### src/core_xfer_consts.svh
`ifndef CORE_XFER_CONSTS_SVH
`define CORE_XFER_CONSTS_SVH

// ****************************************************************
// Register map (low address byte)
// ****************************************************************
`define OFS_HALT_CTRL      8'h00
`define OFS_CORE_SEL       8'h04
`define OFS_CORE_DATA      8'h08

// ****************************************************************
// Halt control/status fields
// ****************************************************************
`define HCS_DBGEN_BIT      0
`define HCS_HALTREQ_BIT    1
`define HCS_READY_BIT      16
`define HCS_HALTED_BIT     17

// ****************************************************************
// Selector fields and target codes
// ****************************************************************
`define SEL_DIR_BIT        16
`define SEL_CODE_MSB       4
`define CODE_GPR_LAST      5'h0c
`define CODE_CUR_SP        5'h0d
`define CODE_LR            5'h0e
`define CODE_RESUME        5'h0f
`define CODE_PSR           5'h10
`define CODE_MSP           5'h11
`define CODE_PSP           5'h12
`define CODE_MASKS         5'h14

// ****************************************************************
// Register file word indices
// ****************************************************************
`define IDX_MSP            5'h0d
`define IDX_PSP            5'h0e
`define IDX_LR             5'h0f
`define IDX_PSR            5'h10
`define MEM_WORDS          32
`define CTRL_SPSEL_BIT     1

// ****************************************************************
// Reset values
// ****************************************************************
`define RESUME_RESET       31'h0000_0000
`define WORD_RESET         32'h0000_0000

`endif

### src/core_xfer_pkg.sv
`include "core_xfer_consts.svh"
`default_nettype none
package core_xfer_pkg;

   // ****************************************************************
   // Types
   // ****************************************************************
   typedef enum logic [2:0] {
      XF_IDLE = 3'h1,
      XF_RUN  = 3'h2,
      XF_CAPT = 3'h4
   } xfer_state_t;

   typedef enum logic [1:0] {
      TK_NONE   = 2'h0,
      TK_MEM    = 2'h1,
      TK_RESUME = 2'h2,
      TK_MASKS  = 2'h3
   } target_kind_t;

   typedef struct packed {
      logic [14:0] rsvd_hi;
      logic        transfer_direction;
      logic [10:0] rsvd_mid;
      logic [4:0]  target_select_code;
   } sel_word_t;

   typedef struct packed {
      logic        bkpt;
      logic [31:0] event_pc;
      logic [31:0] next_pc;
   } debug_event_t;

endpackage : core_xfer_pkg
`default_nettype wire

### src/pin_sync.sv
`timescale 1ns/1ps
`default_nettype none
module pin_sync (
   // Clock and reset
   input  wire logic hclk,
   input  wire logic hresetn,
   input  wire logic ce,
   // Pin and clean level
   input  wire logic pin,
   output logic      level
);
   logic ff1_q;
   logic ff2_q;
   logic ff3_q;
   logic level_q;

   always_ff @(posedge hclk or negedge hresetn) begin
      if (!hresetn) begin
         ff1_q <= 1'b0;
         ff2_q <= 1'b0;
         ff3_q <= 1'b0;
      end else if (ce) begin
         ff1_q <= pin;
         ff2_q <= ff1_q;
         ff3_q <= ff2_q;
      end
   end

   // A change counts only once the two later stages agree
   always_ff @(posedge hclk or negedge hresetn) begin
      if (!hresetn) begin
         level_q <= 1'b0;
      end else if (ce && (ff2_q == ff3_q)) begin
         level_q <= ff3_q;
      end
   end

   assign level = level_q;
endmodule : pin_sync
`default_nettype wire

### src/core_reg_mem.sv
`timescale 1ns/1ps
`default_nettype none
`include "core_xfer_consts.svh"
module core_reg_mem
   import core_xfer_pkg::*;
(
   // Clock and reset
   input  wire logic        hclk,
   input  wire logic        hresetn,
   input  wire logic        ce,
   // Single port
   input  wire logic        en,
   input  wire logic        we,
   input  wire logic [4:0]  idx,
   input  wire logic [31:0] wdata,
   output logic [31:0]      rdata
);
   logic [31:0] mem_q [`MEM_WORDS];
   logic [31:0] rdata_q;

   // Storage has no reset: register contents are undefined after reset
   always_ff @(posedge hclk) begin
      if (ce && en && we) begin
         mem_q[idx] <= wdata;
      end
   end

   always_ff @(posedge hclk or negedge hresetn) begin
      if (!hresetn) begin
         rdata_q <= `WORD_RESET;
      end else if (ce && en && !we) begin
         rdata_q <= mem_q[idx];
      end
   end

   assign rdata = rdata_q;
endmodule : core_reg_mem
`default_nettype wire

### src/core_xfer.sv
// Design decisions made here: the AHB-Lite slave port and the address map.
`timescale 1ns/1ps
`default_nettype none
`include "core_xfer_consts.svh"
module core_xfer
   import core_xfer_pkg::*;
(
   // Clock, reset, enable
   input  wire logic         hclk,
   input  wire logic         hresetn,
   input  wire logic         ce,
   // AHB-Lite slave
   input  wire logic         hsel,
   input  wire logic [31:0]  haddr,
   input  wire logic [1:0]   htrans,
   input  wire logic         hwrite,
   input  wire logic [2:0]   hsize,
   input  wire logic         hready,
   input  wire logic [31:0]  hwdata,
   output logic [31:0]       hrdata,
   output logic              hreadyout,
   output logic              hresp,
   // Core execution side
   input  wire logic         debug_event_valid,
   input  wire debug_event_t debug_event,
   input  wire logic [31:0]  core_next_pc,
   input  wire logic         core_drained,
   input  wire logic         core_we,
   input  wire logic [4:0]   core_idx,
   input  wire logic [31:0]  core_wdata,
   output logic [31:0]       core_rdata,
   output logic              core_halted,
   output logic              core_resume,
   output logic [31:0]       resume_pc,
   output logic [1:0]        control_bits,
   output logic              interrupt_mask_reg,
   // External halt request pin
   input  wire logic         ext_halt_pin
);
   // ****************************************************************
   // Decoding
   // ****************************************************************
   function automatic target_kind_t target_kind(input logic [4:0] code);
      target_kind_t k;
      k = TK_NONE;
      if (code <= `CODE_GPR_LAST) begin
         k = TK_MEM;
      end else begin
         case (code)
            `CODE_CUR_SP, `CODE_LR, `CODE_PSR, `CODE_MSP, `CODE_PSP: k = TK_MEM;
            `CODE_RESUME: k = TK_RESUME;
            `CODE_MASKS:  k = TK_MASKS;
            default:      k = TK_NONE;
         endcase
      end
      return k;
   endfunction : target_kind

   function automatic logic [4:0] mem_index(input logic [4:0] code, input logic spsel);
      logic [4:0] i;
      i = code;
      case (code)
         `CODE_CUR_SP: i = spsel ? `IDX_PSP : `IDX_MSP;
         `CODE_MSP:    i = `IDX_MSP;
         `CODE_PSP:    i = `IDX_PSP;
         `CODE_LR:     i = `IDX_LR;
         `CODE_PSR:    i = `IDX_PSR;
         default:      i = code;
      endcase
      return i;
   endfunction : mem_index

   // ****************************************************************
   // State
   // ****************************************************************
   xfer_state_t   xf_q;
   target_kind_t  kind;
   logic          wr_pend_q;
   logic [7:0]    wr_ofs_q;
   logic [31:0]   hrdata_q;
   logic          dbgen_q;
   logic          halt_req_q;
   logic          halted_q;
   logic          resume_pulse_q;
   logic          pend_valid_q;
   debug_event_t  pend_q;
   logic [31:1]   resume_q;
   logic          ready_q;
   logic          dir_q;
   logic [4:0]    code_q;
   logic [31:0]   data_q;
   logic [1:0]    ctrl_q;
   logic          interrupt_mask_reg_q;
   logic          ext_halt;
   logic          addr_ok;
   logic          hcs_wr;
   logic          sel_wr;
   logic          data_wr;
   logic          xf_start;
   logic          enter_halt;
   logic          leave_halt;
   logic          mem_en;
   logic          mem_we;
   logic [4:0]    mem_idx;
   logic [31:0]   mem_wdata;
   logic [31:0]   mem_rdata;
   logic [31:0]   masks_word;
   sel_word_t     sel_in;

   // ****************************************************************
   // Bus slave
   // ****************************************************************
   assign addr_ok = hsel && hready && htrans[1];
   // A read right behind a write waits one cycle so it sees the write
   assign hreadyout = !(wr_pend_q && hsel && htrans[1] && !hwrite);
   assign hresp     = 1'b0;
   assign hrdata    = hrdata_q;
   assign hcs_wr    = wr_pend_q && (wr_ofs_q == `OFS_HALT_CTRL);
   assign sel_wr    = wr_pend_q && (wr_ofs_q == `OFS_CORE_SEL);
   assign data_wr   = wr_pend_q && (wr_ofs_q == `OFS_CORE_DATA);
   assign masks_word = {6'h00, ctrl_q, 16'h0000, 7'h00, interrupt_mask_reg_q};

   always_ff @(posedge hclk or negedge hresetn) begin
      if (!hresetn) begin
         wr_pend_q <= 1'b0;
         wr_ofs_q  <= 8'h00;
      end else if (ce) begin
         wr_pend_q <= addr_ok && hwrite;
         if (addr_ok) begin
            wr_ofs_q <= haddr[7:0];
         end
      end
   end

   // Read data is fetched at the address phase and stands in the data phase
   always_ff @(posedge hclk or negedge hresetn) begin
      if (!hresetn) begin
         hrdata_q <= `WORD_RESET;
      end else if (ce && addr_ok && !hwrite) begin
         case (haddr[7:0])
            `OFS_HALT_CTRL: begin
               hrdata_q                   <= `WORD_RESET;
               hrdata_q[`HCS_DBGEN_BIT]   <= dbgen_q;
               hrdata_q[`HCS_HALTREQ_BIT] <= halt_req_q;
               hrdata_q[`HCS_READY_BIT]   <= ready_q;
               hrdata_q[`HCS_HALTED_BIT]  <= halted_q;
            end
            `OFS_CORE_DATA: hrdata_q <= data_q;
            default:        hrdata_q <= `WORD_RESET;
         endcase
      end
   end

   // ****************************************************************
   // Halt entry and exit
   // ****************************************************************
   pin_sync u_halt_sync (
      .hclk    (hclk),
      .hresetn (hresetn),
      .ce      (ce),
      .pin     (ext_halt_pin),
      .level   (ext_halt)
   );

   assign enter_halt = !halted_q && dbgen_q && core_drained &&
                       (pend_valid_q || halt_req_q || ext_halt);
   assign leave_halt = halted_q && hcs_wr && (xf_q == XF_IDLE) &&
                       (!hwdata[`HCS_HALTREQ_BIT] || !hwdata[`HCS_DBGEN_BIT]);

   always_ff @(posedge hclk or negedge hresetn) begin
      if (!hresetn) begin
         dbgen_q    <= 1'b0;
         halt_req_q <= 1'b0;
      end else if (ce && hcs_wr) begin
         dbgen_q    <= hwdata[`HCS_DBGEN_BIT];
         halt_req_q <= hwdata[`HCS_HALTREQ_BIT];
      end
   end

   // An event waits here until the pipeline has drained
   always_ff @(posedge hclk or negedge hresetn) begin
      if (!hresetn) begin
         pend_valid_q <= 1'b0;
         pend_q       <= '0;
      end else if (ce) begin
         if (enter_halt) begin
            pend_valid_q <= 1'b0;
         end else if (debug_event_valid && dbgen_q && !halted_q && !pend_valid_q) begin
            pend_valid_q <= 1'b1;
            pend_q       <= debug_event;
         end
      end
   end

   always_ff @(posedge hclk or negedge hresetn) begin
      if (!hresetn) begin
         halted_q       <= 1'b0;
         resume_pulse_q <= 1'b0;
      end else if (ce) begin
         resume_pulse_q <= leave_halt;
         if (enter_halt) begin
            halted_q <= 1'b1;
         end else if (leave_halt) begin
            halted_q <= 1'b0;
         end
      end
   end

   // Bit 0 is never stored, so it reads zero and cannot reach the thumb flag
   always_ff @(posedge hclk or negedge hresetn) begin
      if (!hresetn) begin
         resume_q <= `RESUME_RESET;
      end else if (ce) begin
         if (enter_halt) begin
            if (pend_valid_q && pend_q.bkpt) begin
               resume_q <= pend_q.event_pc[31:1];
            end else if (pend_valid_q) begin
               resume_q <= pend_q.next_pc[31:1];
            end else begin
               resume_q <= core_next_pc[31:1];
            end
         end else if (xf_q == XF_RUN && kind == TK_RESUME && dir_q) begin
            resume_q <= data_q[31:1];
         end
      end
   end

   assign core_halted = halted_q;
   assign core_resume = resume_pulse_q;
   assign resume_pc   = {resume_q, 1'b0};

   // ****************************************************************
   // Transfer engine
   // ****************************************************************
   assign sel_in   = sel_word_t'(hwdata);
   // Only the direction and code are kept; other selector bits fall away
   assign xf_start = sel_wr && halted_q && (xf_q == XF_IDLE);
   assign kind     = target_kind(code_q);

   always_ff @(posedge hclk or negedge hresetn) begin
      if (!hresetn) begin
         xf_q    <= XF_IDLE;
         ready_q <= 1'b1;
         dir_q   <= 1'b0;
         code_q  <= 5'h00;
      end else if (ce) begin
         case (xf_q)
            XF_IDLE: begin
               if (xf_start) begin
                  xf_q    <= XF_RUN;
                  ready_q <= 1'b0;
                  dir_q   <= sel_in.transfer_direction;
                  code_q  <= sel_in.target_select_code;
               end
            end
            XF_RUN: begin
               if (kind == TK_MEM && !dir_q) begin
                  xf_q <= XF_CAPT;
               end else begin
                  xf_q    <= XF_IDLE;
                  ready_q <= 1'b1;
               end
            end
            XF_CAPT: begin
               xf_q    <= XF_IDLE;
               ready_q <= 1'b1;
            end
            default: begin
               xf_q    <= XF_IDLE;
               ready_q <= 1'b1;
            end
         endcase
      end
   end

   // The engine's own update wins over a bus write in the same cycle
   always_ff @(posedge hclk or negedge hresetn) begin
      if (!hresetn) begin
         data_q <= `WORD_RESET;
      end else if (ce) begin
         if (xf_q == XF_CAPT) begin
            data_q <= mem_rdata;
         end else if (xf_q == XF_RUN && !dir_q && kind == TK_RESUME) begin
            data_q <= resume_pc;
         end else if (xf_q == XF_RUN && !dir_q && kind == TK_MASKS) begin
            data_q <= masks_word;
         end else if (data_wr) begin
            data_q <= hwdata;
         end
      end
   end

   always_ff @(posedge hclk or negedge hresetn) begin
      if (!hresetn) begin
         ctrl_q    <= 2'h0;
         interrupt_mask_reg_q <= 1'b0;
      end else if (ce && xf_q == XF_RUN && kind == TK_MASKS && dir_q) begin
         ctrl_q    <= data_q[25:24];
         interrupt_mask_reg_q <= data_q[0];
      end
   end

   assign control_bits = ctrl_q;
   assign interrupt_mask_reg      = interrupt_mask_reg_q;

   // Core owns the register file while running, the engine while halted
   always_comb begin
      if (halted_q) begin
         mem_en    = (xf_q == XF_RUN) && (kind == TK_MEM);
         mem_we    = (xf_q == XF_RUN) && (kind == TK_MEM) && dir_q;
         mem_idx   = mem_index(code_q, ctrl_q[`CTRL_SPSEL_BIT]);
         mem_wdata = data_q;
      end else begin
         mem_en    = 1'b1;
         mem_we    = core_we;
         mem_idx   = core_idx;
         mem_wdata = core_wdata;
      end
   end

   core_reg_mem u_regs (
      .hclk    (hclk),
      .hresetn (hresetn),
      .ce      (ce),
      .en      (mem_en),
      .we      (mem_we),
      .idx     (mem_idx),
      .wdata   (mem_wdata),
      .rdata   (mem_rdata)
   );

   assign core_rdata = mem_rdata;
endmodule : core_xfer
`default_nettype wire

### config.mk
export PLATFORM = sky130hd
export DESIGN_NAME = core_xfer
export DESIGN_NICKNAME = d
export VERILOG_FILES = /design/src/core_xfer_pkg.sv /design/src/pin_sync.sv /design/src/core_reg_mem.sv /design/src/core_xfer.sv
export VERILOG_INCLUDE_DIRS = /design/src
export SDC_FILE = /design/constraint.sdc
export NUM_CORES = 1
export LEC_CHECK = 0
export ABC_AREA = 1
export BUFFER_PORTS_ARGS = -buffer_cell sky130_fd_sc_hd__buf_4
export CELL_PAD_IN_SITES_DETAIL_PLACEMENT = 1
export CELL_PAD_IN_SITES_GLOBAL_PLACEMENT = 2
export CORE_MARGIN = 5
export CORE_UTILIZATION = 41
export CTS_BUF_LIST = sky130_fd_sc_hd__clkbuf_8
export CTS_CLUSTER_DIAMETER = 40
export CTS_CLUSTER_SIZE = 14
export DETAILED_ROUTE_END_ITERATION = 16
export PLACE_DENSITY = 0.82
export SYNTH_ARGS = -nofsm -noshare
export SYNTH_HDL_FRONTEND = slang
export SYNTH_SLANG_ARGS = --single-unit
### constraint.sdc
create_clock -name hclk -period 4.8 [get_ports hclk]
set_clock_uncertainty 0.2 [all_clocks]
set_input_delay 0.48 -clock hclk [delete_from_list [all_inputs] [get_ports hclk]]
set_output_delay 0.48 -clock hclk [all_outputs]
set_load 0.02 [all_outputs]
==> reports/metrics.csv <==
metric;value;unit
status;complete, no violations;
die_w;373;um
worst_ep_arrival_time;4.23;ns
drt-pass1-iter-count;5;
fp.dieH;373;um
final_common_cell;nand2_1;
p_total;42.3;mW
fill_cells;14394;
ys.warnings.count;0;
crit_chain;xor2_1 > nand2_4 > nand3_1 > nand2_1 > a21oi_1 > inv_1 > nor2_1 > nand3_1 > buf_4 > nor2_4 > buf_12;
worstSetupPathType;register to register;
cpPeakStageDelay;0.67;ns
antenna_left;0;
fmax;259;MHz
cts_root_buf;clkbuf_8;
clock_latency;0.92;ns
path_max_fanout;20;
grt_util_all_layers;27.8;%
met2_usage;45.3;%
critPathSlowestCell;nor2_4;
gr-total-overflow;0;
grt_pass1_vias;43064;
grt_max_degree;114;
synthFlopType;edfxtp_1;
crit_buf_inv;3;
num_rows;133;
cts_max_path_buffers;3;
grt_pass1_wl;290;mm
h-tree-depth;4;
clk_pin_slew;0.06;ns
ff2ff_path_depth;11;
synth_area;0.0541;mm^2
end_kind;register;
dpl.hpwl;119;mm
cellPowerDensity;654;mW/mm^2
postRouteWirelength;199;mm
top_usage_layer;met2;
total_leakage_power;27.4;nW
utilization;49.3;%
ys_ff_latch;1245;
placed_cells;7272;
cp-start-kind;register;
min_path_type;input port to asynchronous set/reset pin;
portBuffers;282;
initial_utilization;41.2;%
worst_ep_required_time;5.17;ns
met1_usage;37.8;%
vias;42609;
gp_congestion;0.867;
fin_cells;7792;
area_growth;19.8;%
cts_tree;done;
syn_inst;5422;
rsz0062_at_grt;no;
pre_cts_ws;0.967;ns
gr-usage-met3;4.13;%
max_flop_register;u_regs.mem_q;
cts_resized;0;
tns;0;ns
ios;316;
clock_sinks;1245;
postSynthAreaPerCell;9.97;um^2
finalSetupViolCount;0;
ir_worst_vdd;0.000540;V
drt_iter0_drc;3659;
final_cell_mix;nand2_1 (2366), edfxtp_1 (1024), nand3_1 (619), buf_4 (396), inv_1 (253);
cpMostUsedCell;nand3_1;
setup_ws;0.940;ns
fin_crit_sh;80.4;%
drive_above_1_share;14.3;%
dieArea;0.139;mm^2
slew_headroom;25.0;%
synthArstFlopShare;17.8;%
synth_edf_count;1024;
fin_crit;3.86;ns
coreArea;0.131;mm^2
top_regs;u_regs.mem_q x1024, pend_q x63;
hold_viol;0;
yosysSeqAreaShare;67.1;%
largest_register_ffs;1024;
viasPerCell;5.47;
cpLargestDelayFamily;simple AND/OR/NAND/NOR gates;
antenna_found_initial;17;
wl_per_cell;25.6;um
cts_buffers;183;
synthDistinctLibCells;40;
worstMarginPinSlew;1.12;ns
maxCapViolCount;0;
finalMaxSlewViolations;0;
layout.nets;6073;
drc;0;
cp.depth;11;
==> layout make-up <==
cell class	instances	area, um^2	share of cell area (%)
multi-input cells	3597	15800	24.5
diodes	19	47.5	0.0734
clock buffers	199	2740	4.23
inverters	246	942	1.45
clock inverters	144	1500	2.32
repair buffers	587	5210	8.05
flip-flops and latches	1245	36300	56.0
well taps	1755	2200	3.39
==> cell families after synthesis <==
| family | share of synthesized area, % |
|---|---|
| buf+inv | 4.58 |
| flops | 67.1 |
| xor+xnor | 0.0162 |
| other cells | 0.00694 |
| compound gates | 4.00 |
| simple gates | 24.3 |
| mux | 0.0416 |
==> routing by layer <==
metal,vias up,share of wire (%)
li1,19022,-
met2,1428,47
met3,389,5.9
met5,-,0
met1,21770,42
met4,0,4.2
==> path summary, 6_finish.rpt <==
kind	from	to	slack (ns)
worst min register to register	hrdata[22]	hrdata[22]	0.29
max in group asynchronous	hresetn	xf_q[2]	3.15
min in group hclk	core_wdata[1]	u_regs.mem_q[3][1]	0.10
worst min-delay path	hresetn	pend_q[57]	0.08
worst max register to register	code_q[0]	u_regs.mem_q[22][9]	0.94
worst max-delay path	code_q[0]	u_regs.mem_q[22][9]	0.94
==> power by group <==
| part | switching [mW] | leakage (nW) | internal [mW] |
|---|---|---|---|
| combinational | 13.2 | 13.3 | 4.51 |
| sequential | 0.632 | 11.9 | 14.0 |
| clock | 4.66 | 2.17 | 5.27 |
| total | 18.5 | 27.4 | 23.8 |
==> Yosys cell counts (10+ instances only) <==
| master | n | area share (%) |
|---|---|---|
| buf_2 | 160 | 1.5 |
| or2_2 | 20 | 0.23 |
| nor2_1 | 182 | 1.3 |
| o221ai_1 | 40 | 0.65 |
| o21ai_0 | 159 | 1.5 |
| buf_1 | 32 | 0.22 |
| buf_4 | 24 | 0.33 |
| or2_1 | 10 | 0.12 |
| edfxtp_1 | 1024 | 57 |
| a21oi_1 | 73 | 0.68 |
| clkbuf_1 | 118 | 0.82 |
| dfrtp_1 | 219 | 10 |
| o211ai_1 | 54 | 0.75 |
| o21ai_1 | 26 | 0.24 |
| nand2_1 | 2370 | 16 |
| nand3_1 | 620 | 5.7 |
| inv_1 | 236 | 1.6 |
==> per-stage QoR <==
stage,hold WS [ns],instance area [um^2]
finish,0.0817,64800
floorplan,-0.0156,54100
CTS,0.00225,64700
global route,0.0552,64700
global placement,0.269,58900
detailed placement,0.271,58900
==> worst reg2reg max path: cells and delay by family (launching register included) <==
| kind | cells | cell delay [ns] |
|---|---|---|
| buffers and inverters | 3 | 0.63 |
| flip-flops | 1 | 0.50 |
| AO/OA/AOI/OAI | 1 | 0.22 |
| XOR/XNOR | 1 | 0.27 |
| AND/OR/NAND/NOR | 6 | 1.71 |
==> what timing repair did <==
item	in CTS	in global routing
hold buffers	158	0
endpoints found under the hold margin	404	0
buffers inserted	0	0
No activity file was read; power rests on OpenSTA's default activity.
